File: src/inc/sgol_cfg.svh
// constants of the safety gate output logic
`ifndef SGOL_CFG_SVH
`define SGOL_CFG_SVH

`define SGOL_CLK_MHZ 250
`define SGOL_DIAG_BIT_NS 10000
`define SGOL_DIAG_BIT_CYC ((`SGOL_DIAG_BIT_NS * `SGOL_CLK_MHZ) / 1000)
`define SGOL_DIAG_DET_US 1000
`define SGOL_DIAG_DET_CYC (`SGOL_DIAG_DET_US * `SGOL_CLK_MHZ)
`define SGOL_LED_HALF_MS 250
`define SGOL_LED_HALF_CYC (`SGOL_LED_HALF_MS * `SGOL_CLK_MHZ * 1000)

`define SGOL_OP_POLL 4'h1
`define SGOL_OP_SERIAL 4'h2
`define SGOL_OP_TEACH 4'h3
`define SGOL_OP_NAME 4'h4
`define SGOL_OP_WRITE 4'h5
`define SGOL_OP_REFRESH 4'h6

`define SGOL_ACK_BYTE 8'h06
`define SGOL_PARAM_RST 8'h00
`define SGOL_CODE_RST 8'h00

`define SGOL_ST_LEARNED 0
`define SGOL_ST_PRESENT 1
`define SGOL_ST_CH2 2
`define SGOL_ST_CH1 3
`define SGOL_ST_DISCREP 4
`define SGOL_ST_PLAUS 5
`define SGOL_ST_LOCK 6
`define SGOL_ST_DIAG 7

`endif

File: src/inc/sgol_pkg.sv
// types of the safety gate output logic
`include "sgol_cfg.svh"

package sgol_pkg;

	typedef enum logic [3:0] {
		PL_WAIT_LOW = 4'b0001,
		PL_NORMAL = 4'b0010,
		PL_DISCREP = 4'b0100,
		PL_LOCKED = 4'b1000
	} sgol_plaus_t;

	typedef enum logic [2:0] {
		DG_DETECT = 3'b001,
		DG_IDLE = 3'b010,
		DG_WDATA = 3'b100
	} sgol_diag_t;

	typedef enum logic [3:0] {
		OP_POLL = `SGOL_OP_POLL,
		OP_SERIAL = `SGOL_OP_SERIAL,
		OP_TEACH = `SGOL_OP_TEACH,
		OP_NAME = `SGOL_OP_NAME,
		OP_WRITE = `SGOL_OP_WRITE,
		OP_REFRESH = `SGOL_OP_REFRESH
	} sgol_op_t;

endpackage

File: src/sgol_sync.sv
// two-stage synchroniser for pin inputs
`timescale 1ns/10ps
`default_nettype none

module sgol_sync #(
	parameter int WIDTH = 1
) (
	input wire logic mclk_in,
	input wire logic rst_in,
	input wire logic ce_in,
	input wire logic [WIDTH-1:0] d_in,
	output logic [WIDTH-1:0] q_out
);

	logic [WIDTH-1:0] meta_q;

	always_ff @(posedge mclk_in) begin
		if (rst_in) begin
			meta_q <= '0;
			q_out <= '0;
		end else if (ce_in) begin
			meta_q <= d_in;
			q_out <= meta_q;
		end
	end

endmodule

`default_nettype wire

File: src/sgol_top.sv
// safety output, plausibility and diagnostic link logic of the gate switch
`timescale 1ns/10ps
`default_nettype none
`include "sgol_cfg.svh"

module sgol_top
	import sgol_pkg::*;
#(
	parameter int DEV_ADDR = 0,
	parameter int BIT_CYCLES = `SGOL_DIAG_BIT_CYC,
	parameter int DET_CYCLES = `SGOL_DIAG_DET_CYC,
	parameter int FLASH_CYCLES = `SGOL_LED_HALF_CYC
) (
	input wire logic mclk_in,
	input wire logic rst_in,
	input wire logic ce_in,
	input wire logic act_detect_in,
	input wire logic [7:0] act_code_in,
	input wire logic safety_in_ch1_in,
	input wire logic safety_in_ch2_in,
	input wire logic diag_in_in,
	input wire logic [7:0] serial_num_in,
	input wire logic [3:0] teach_left_in,
	output logic safety_out_ch1_out,
	output logic safety_out_ch2_out,
	output logic signal_diag_out_out,
	output logic input_led_flash_out,
	output logic plaus_err_out,
	output logic lock_out,
	output logic diag_mode_out,
	output logic act_present_out,
	output logic name_refresh_out,
	output logic [7:0] param_out
);

	logic [2:0] sync_w;
	logic s1;
	logic s2;
	logic dg;
	logic s1_prev_q;
	logic s2_prev_q;
	logic [1:0] warm_q;
	logic learned_q;
	logic [7:0] code_q;
	logic present_w;
	sgol_plaus_t pl_q;
	logic [31:0] flash_cnt_q;
	logic flash_ph_q;
	sgol_diag_t dg_q;
	logic [31:0] det_cnt_q;
	logic rx_busy_q;
	logic [15:0] rx_cnt_q;
	logic [3:0] rx_bit_q;
	logic [7:0] rx_sh_q;
	logic rx_valid_q;
	logic tx_req_q;
	logic [7:0] tx_byte_q;
	logic tx_busy_q;
	logic [15:0] tx_cnt_q;
	logic [3:0] tx_bit_q;
	logic [9:0] tx_sh_q;
	logic tx_take_w;
	logic addr_hit_w;
	logic [7:0] status_w;
	logic gate_ok_w;

	sgol_sync #(
		.WIDTH(3)
	) u_sync (
		.mclk_in(mclk_in),
		.rst_in(rst_in),
		.ce_in(ce_in),
		.d_in({diag_in_in, safety_in_ch2_in, safety_in_ch1_in}),
		.q_out(sync_w)
	);

	assign s1 = sync_w[0];
	assign s2 = sync_w[1];
	assign dg = sync_w[2];

	// learned code is lost at reset; non-volatile keeping lies outside
	always_ff @(posedge mclk_in) begin
		if (rst_in) begin
			learned_q <= 1'b0;
			code_q <= `SGOL_CODE_RST;
		end else if (ce_in && act_detect_in && !learned_q) begin
			learned_q <= 1'b1;
			code_q <= act_code_in;
		end
	end

	assign present_w = act_detect_in && learned_q && (act_code_in == code_q);

	// the synchroniser shows reset lows for two edges; they must not pass as both-low
	always_ff @(posedge mclk_in) begin
		if (rst_in) begin
			s1_prev_q <= 1'b0;
			s2_prev_q <= 1'b0;
			warm_q <= 2'h0;
		end else if (ce_in) begin
			s1_prev_q <= s1;
			s2_prev_q <= s2;
			if (!warm_q[1]) begin
				warm_q <= warm_q + 2'h1;
			end
		end
	end

	// plausibility of the two chained inputs
	always_ff @(posedge mclk_in) begin
		if (rst_in) begin
			pl_q <= PL_WAIT_LOW;
			plaus_err_out <= 1'b0;
			lock_out <= 1'b0;
		end else if (ce_in) begin
			unique case (pl_q)
				PL_WAIT_LOW: begin
					if (warm_q[1] && !s1 && !s2) begin
						pl_q <= PL_NORMAL;
					end
				end
				PL_NORMAL: begin
					if (s1_prev_q && s2_prev_q && (s1 != s2)) begin
						pl_q <= PL_DISCREP;
					end
				end
				PL_DISCREP: begin
					if (!s1 && !s2) begin
						pl_q <= PL_NORMAL;
					end else if (s1 && s2) begin
						pl_q <= PL_LOCKED;
						plaus_err_out <= 1'b1;
						lock_out <= 1'b1;
					end
				end
				PL_LOCKED: begin
					if (!s1 && !s2) begin
						pl_q <= PL_NORMAL;
						plaus_err_out <= 1'b0;
						lock_out <= 1'b0;
					end
				end
			endcase
		end
	end

	// the edge that latches the lock already drops both outputs
	assign gate_ok_w = (pl_q == PL_NORMAL) || (pl_q == PL_DISCREP && !(s1 && s2));

	always_ff @(posedge mclk_in) begin
		if (rst_in) begin
			safety_out_ch1_out <= 1'b0;
			safety_out_ch2_out <= 1'b0;
			act_present_out <= 1'b0;
		end else if (ce_in) begin
			safety_out_ch1_out <= present_w && gate_ok_w && s1;
			safety_out_ch2_out <= present_w && gate_ok_w && s2;
			act_present_out <= present_w;
		end
	end

	// indicator blinks in the discrepancy state or while locked
	always_ff @(posedge mclk_in) begin
		if (rst_in) begin
			flash_cnt_q <= 32'h0;
			flash_ph_q <= 1'b0;
			input_led_flash_out <= 1'b0;
		end else if (ce_in) begin
			if (flash_cnt_q == 32'(FLASH_CYCLES - 1)) begin
				flash_cnt_q <= 32'h0;
				flash_ph_q <= !flash_ph_q;
			end else begin
				flash_cnt_q <= flash_cnt_q + 32'h1;
			end
			input_led_flash_out <= 1'b0;
			if (pl_q == PL_DISCREP || pl_q == PL_LOCKED) begin
				input_led_flash_out <= !flash_ph_q;
			end
		end
	end

	// serial receiver, only listening once a module was found
	always_ff @(posedge mclk_in) begin
		if (rst_in) begin
			rx_busy_q <= 1'b0;
			rx_cnt_q <= 16'h0;
			rx_bit_q <= 4'h0;
			rx_sh_q <= 8'h00;
			rx_valid_q <= 1'b0;
		end else if (ce_in) begin
			rx_valid_q <= 1'b0;
			if (!rx_busy_q) begin
				if (diag_mode_out && !dg) begin
					rx_busy_q <= 1'b1;
					rx_cnt_q <= 16'(BIT_CYCLES / 2 - 1);
					rx_bit_q <= 4'h0;
				end
			end else if (rx_cnt_q != 16'h0) begin
				rx_cnt_q <= rx_cnt_q - 16'h1;
			end else begin
				rx_cnt_q <= 16'(BIT_CYCLES - 1);
				rx_bit_q <= rx_bit_q + 4'h1;
				if (rx_bit_q == 4'h0 && dg) begin
					rx_busy_q <= 1'b0;
				end else if (rx_bit_q == 4'h9) begin
					rx_busy_q <= 1'b0;
					rx_valid_q <= dg;
				end else if (rx_bit_q != 4'h0) begin
					rx_sh_q <= {dg, rx_sh_q[7:1]};
				end
			end
		end
	end

	always_comb begin
		status_w = 8'h00;
		status_w[`SGOL_ST_LEARNED] = learned_q;
		status_w[`SGOL_ST_PRESENT] = present_w;
		status_w[`SGOL_ST_CH2] = s2;
		status_w[`SGOL_ST_CH1] = s1;
		status_w[`SGOL_ST_DISCREP] = (pl_q == PL_DISCREP);
		status_w[`SGOL_ST_PLAUS] = plaus_err_out;
		status_w[`SGOL_ST_LOCK] = lock_out;
		status_w[`SGOL_ST_DIAG] = diag_mode_out;
	end

	assign addr_hit_w = rx_valid_q && (rx_sh_q[7:4] == 4'(DEV_ADDR));
	assign tx_take_w = tx_req_q && !tx_busy_q;

	// module detection after each reset, then command handling
	always_ff @(posedge mclk_in) begin
		if (rst_in) begin
			dg_q <= DG_DETECT;
			diag_mode_out <= 1'b0;
			det_cnt_q <= 32'h0;
			tx_req_q <= 1'b0;
			tx_byte_q <= 8'h00;
			param_out <= `SGOL_PARAM_RST;
			name_refresh_out <= 1'b0;
		end else if (ce_in) begin
			name_refresh_out <= 1'b0;
			if (tx_take_w) begin
				tx_req_q <= 1'b0;
			end
			unique case (dg_q)
				DG_DETECT: begin
					if (!dg) begin
						det_cnt_q <= 32'h0;
					end else if (det_cnt_q == 32'(DET_CYCLES - 1)) begin
						dg_q <= DG_IDLE;
						diag_mode_out <= 1'b1;
					end else begin
						det_cnt_q <= det_cnt_q + 32'h1;
					end
				end
				DG_IDLE: begin
					if (addr_hit_w) begin
						tx_req_q <= 1'b1;
						unique case (sgol_op_t'(rx_sh_q[3:0]))
							OP_POLL: tx_byte_q <= status_w;
							OP_SERIAL: tx_byte_q <= serial_num_in;
							OP_TEACH: tx_byte_q <= {4'h0, teach_left_in};
							OP_NAME: tx_byte_q <= code_q;
							OP_WRITE: begin
								tx_req_q <= tx_take_w ? 1'b0 : tx_req_q;
								dg_q <= DG_WDATA;
							end
							OP_REFRESH: begin
								name_refresh_out <= 1'b1;
								tx_byte_q <= `SGOL_ACK_BYTE;
							end
							default: tx_req_q <= tx_take_w ? 1'b0 : tx_req_q;
						endcase
					end
				end
				DG_WDATA: begin
					if (rx_valid_q) begin
						param_out <= rx_sh_q;
						tx_byte_q <= `SGOL_ACK_BYTE;
						tx_req_q <= 1'b1;
						dg_q <= DG_IDLE;
					end
				end
			endcase
		end
	end

	// serial transmitter, start bit, 8 data bits lsb first, stop bit
	always_ff @(posedge mclk_in) begin
		if (rst_in) begin
			tx_busy_q <= 1'b0;
			tx_cnt_q <= 16'h0;
			tx_bit_q <= 4'h0;
			tx_sh_q <= 10'h3ff;
		end else if (ce_in) begin
			if (tx_take_w) begin
				tx_busy_q <= 1'b1;
				tx_sh_q <= {1'b1, tx_byte_q, 1'b0};
				tx_cnt_q <= 16'(BIT_CYCLES - 1);
				tx_bit_q <= 4'h0;
			end else if (tx_busy_q) begin
				if (tx_cnt_q != 16'h0) begin
					tx_cnt_q <= tx_cnt_q - 16'h1;
				end else begin
					tx_cnt_q <= 16'(BIT_CYCLES - 1);
					tx_sh_q <= {1'b1, tx_sh_q[9:1]};
					tx_bit_q <= tx_bit_q + 4'h1;
					if (tx_bit_q == 4'h9) begin
						tx_busy_q <= 1'b0;
					end
				end
			end
		end
	end

	always_ff @(posedge mclk_in) begin
		if (rst_in) begin
			signal_diag_out_out <= 1'b0;
		end else if (ce_in) begin
			if (diag_mode_out) begin
				signal_diag_out_out <= tx_busy_q ? tx_sh_q[0] : 1'b1;
			end else begin
				signal_diag_out_out <= present_w;
			end
		end
	end
endmodule

`default_nettype wire

File: config.mk
export PLATFORM = sky130hd
export DESIGN_NAME = sgol_top
export DESIGN_NICKNAME = d
export VERILOG_FILES = /design/src/inc/sgol_pkg.sv /design/src/sgol_sync.sv /design/src/sgol_top.sv
export VERILOG_INCLUDE_DIRS = /design/src /design/src/inc
export SDC_FILE = /design/constraint.sdc
export NUM_CORES = 1
export LEC_CHECK = 0
export ABC_AREA = 1
export CAP_MARGIN = 20
export CORE_MARGIN = 1.5
export CORE_UTILIZATION = 42
export DETAILED_ROUTE_END_ITERATION = 10
export DONT_BUFFER_PORTS = 1
export PLACE_DENSITY = 0.54
export SYNTH_ARGS = -nofsm -noshare
export SYNTH_HDL_FRONTEND = slang
export SYNTH_HIERARCHICAL = 1
export SYNTH_SLANG_ARGS = --single-unit
File: constraint.sdc
create_clock -name mclk_in -period 2.5 [get_ports mclk_in]
set_clock_uncertainty 0.2 [all_clocks]
set_input_delay 0.375 -clock mclk_in [delete_from_list [all_inputs] [get_ports mclk_in]]
set_output_delay 0.375 -clock mclk_in [all_outputs]
set_load 0.005 [all_outputs]
==> metrics.cfg <==
[cts]
post_cts_buffers = 0
clock_latency_ns = 0.44
cts_sinks = 176
numCtsBuffers = 17
clockRootBuffer = clkbuf_16
clockBufferDepth = 2
clk_pin_slew_worst_paths_ns = 0.08
cts_max_level = 4
tritoncts = built

[detailed_routing]
wirelength_microns = 24400
via_count = 8947
drt-wirelength-per-cell_microns = 13.6
drc = 2
wl_met1_microns = 12300
wl_met2_microns = 11000
initialDrtViolationCount = 518
first_pass_iters = 8
drt-vias-per-instance = 5.00
detail-route-antenna-nets = 0
top_layer = met4
wl_met3_microns = 777

[timing]
finalCritPeriodShare = 0.898
final_hold_viol_count = 0
finalSetupViolations = 0
slew_headroom = 0.572
drv_slew = 0
max_freq_mhz = 446
worst_slew_pin_slew_ns = 0.637
rsz0062_at_grt = no
setup_tns_ns = 0
fin_hold_ws_ns = 0.0269
post-route-min-period_ns = 2.24

[global_routing]
grt_max_degree = 69
grt_pass1_wl_microns = 41400
gr-total-overflow = 0
antenna_found_initial = 0
grt_usage = 0.217
grt_pass1_vias = 8455

[floorplanning]
die_area_sq_um = 23400
ioPinCount = 44
die_x_microns = 153
initial_utilization = 0.430
rows = 54
die_h_microns = 153
core-area_sq_um = 22000

[pwr]
powerDensity_nw_per_um2 = 627
total_leakage_power_nw = 4.24
max-vdd-ir-drop_mv = 0.451

[synthesis]
synth.net_count = 1521
synthCells = 1483
ys_top_cells_by_area = dfxtp_1, nand2_1, nor2_1
muxShareOfSynthArea = 0
yosysTopAreaCell = dfxtp_1
synth_edf_count = 0
synth_top_family_by_area = simple AND/OR/NAND/NOR gates
ys_top_cells_by_count = nand2_1, nor2_1, dfxtp_1
synth_cell_types = 44
synth-compound-area-share = 0.0915
synth_warnings = 6
synthArstFlopShare = 0
synth.most_common_cell = nand2_1
yosys.area_share.simple = 0.388
yosysSeqAreaShare = 0.373
ys_ff_latch = 176
syn_area_sq_um = 9450
synth_top_area_share = 0.373
avgSynthCellArea_sq_um = 6.37
synthFlopType = dfxtp_1
synthXorXnorAreaFrac = 0.0389
synthAdderAreaFrac = 0.0146

[cells_and_area]
fin_nets = 1535
final_util = 0.481
drive_above_1_share = 0.0543
area_growth_pct = 11.7
num-fill-cells = 2326
antenna_cells = 0
finalInstanceArea_sq_um = 10600

[run_status]
violations = DRC
status = finished with violations

[critical_path]
start_kind = register
crit_fanout = 9
arrival_ns = 2.37
critical_path_class = reg2reg
endpoint_kind = register
required_ns = 2.63

[min_path]
holdCritPathClass = in2reg

[placement]
place.gp.congestion = 0.862
postPlaceCellArea_sq_um = 9740
io_buffers = 0
hpwlAfterDp_microns = 17400

[job]
max_cap_violations = 0

==> layout make-up <==
class / count / area [sq um] / area share
multi-input cells: 1084 / 5040 / 0.477
inverters: 183 / 691 / 0.0654
repair buffers: 35 / 323 / 0.0306
well taps: 280 / 350 / 0.0332
flip-flops and latches: 176 / 3520 / 0.334
clock inverters: 12 / 180 / 0.0171
clock buffers: 19 / 453 / 0.0429
==> sequential cells by signal, indices dropped and copies added (netlist names), 8 cells and up <==
register,flops
code_q,8
det_cnt_q,32
flash_cnt_q,32
param_out,8
rx_cnt_q,16
rx_sh_q,8
tx_byte_q,8
tx_cnt_q,16
tx_sh_q,9
==> cell usage in the layout, fill, tap and decap left out, types with 2 or more instances in the layout <==
| cell type | netlist | layout |
|---|---|---|
| nand2_1 | 370 | 370 |
| nor2_1 | 275 | 274 |
| dfxtp_1 | 176 | 176 |
| inv_1 | 175 | 173 |
| nand3_1 | 112 | 112 |
| a21oi_1 | 89 | 89 |
| o21ai_0 | 55 | 55 |
| nor3_1 | 41 | 41 |
| nand4_1 | 36 | 36 |
| xor2_1 | 34 | 34 |
| buf_4 | 7 | 20 |
| clkbuf_16 | 0 | 17 |
| dlygate4sd3_1 | 0 | 13 |
| a31oi_1 | 11 | 11 |
| ha_1 | 11 | 11 |
| xnor2_1 | 8 | 8 |
| inv_2 | 6 | 7 |
| nor2_2 | 5 | 6 |
| nor4_1 | 5 | 5 |
| or2_2 | 4 | 4 |
| bufinv_16 | 0 | 4 |
| nand3b_1 | 3 | 3 |
| clkinvlp_4 | 0 | 3 |
| inv_6 | 0 | 3 |
| nand2_2 | 2 | 2 |
| clkinv_1 | 2 | 2 |
| nor3_2 | 2 | 2 |
| nor3_4 | 2 | 2 |
| o21bai_1 | 2 | 2 |
| o211ai_1 | 2 | 2 |
| clkbuf_8 | 0 | 2 |
| clkinv_2 | 0 | 2 |
==> repair_timing <==
item                                    in CTS  in global routing
hold endpoints to repair                    87                  0
resized for setup                            0                  3
endpoints found under the setup margin       0                 14
hold buffers                                14                  0
==> final timing paths <==
path	startpoint	endpoint	slack, ns	cells past startpoint
max reg2reg	rx_cnt_q[0]	rx_sh_q[7]	0.26	9
max	rx_cnt_q[0]	rx_sh_q[7]	0.26	9
min reg2reg	param_out[3]	param_out[3]	0.26	2
min	teach_left_in[3]	tx_byte_q[3]	0.03	4
==> report_power, final <==
| part | internal (W) | switching [W] | total (W) |
|---|---|---|---|
| sequential | 0.00289 | 0.0000702 | 0.00296 |
| clock | 0.00173 | 0.00118 | 0.00291 |
| combinational | 0.000207 | 0.000539 | 0.000746 |
==> worst max-delay path, cell delays in order, from the launching register on <==
cell	delay, ns
dfxtp_1	0.34
inv_1	0.07
ha_1	0.22
nand4_1	0.11
nor2_1	0.16
nand2_1	0.09
nor2_1	0.25
nand3_1	0.34
o21ai_0	0.31
nor2_1	0.06
==> routing by layer <==
layer  GRT usage  up-vias
met5           0        -
met4      0.0630        0
met3      0.0332       21
met2       0.351      120
met1       0.299     4056
li1            -     4750
==> through the flow <==
stage | power (W) | setup WS, ns | cells
2_1_floorplan | 0.00355 | 0.640 | 1483
3_3_place_gp | 0.00372 | 0.326 | 1743
3_5_place_dp | 0.00372 | 0.250 | 1743
4_1_cts | 0.00669 | 0.224 | 1788
5_1_grt | 0.00690 | 0.00876 | 1789
6_report | 0.00662 | 0.256 | 1789
==> kinds of logic after synthesis <==
| family | count (synthesis) |
|---|---|
| AND/OR/NAND/NOR | 866 |
| buffers and inverters | 223 |
| flip-flops | 176 |
| AO/OA/AOI/OAI | 165 |
| XOR/XNOR | 42 |
| adder cells (fa/ha/maj) | 11 |
No activity file was read; power rests on OpenSTA's default activity.
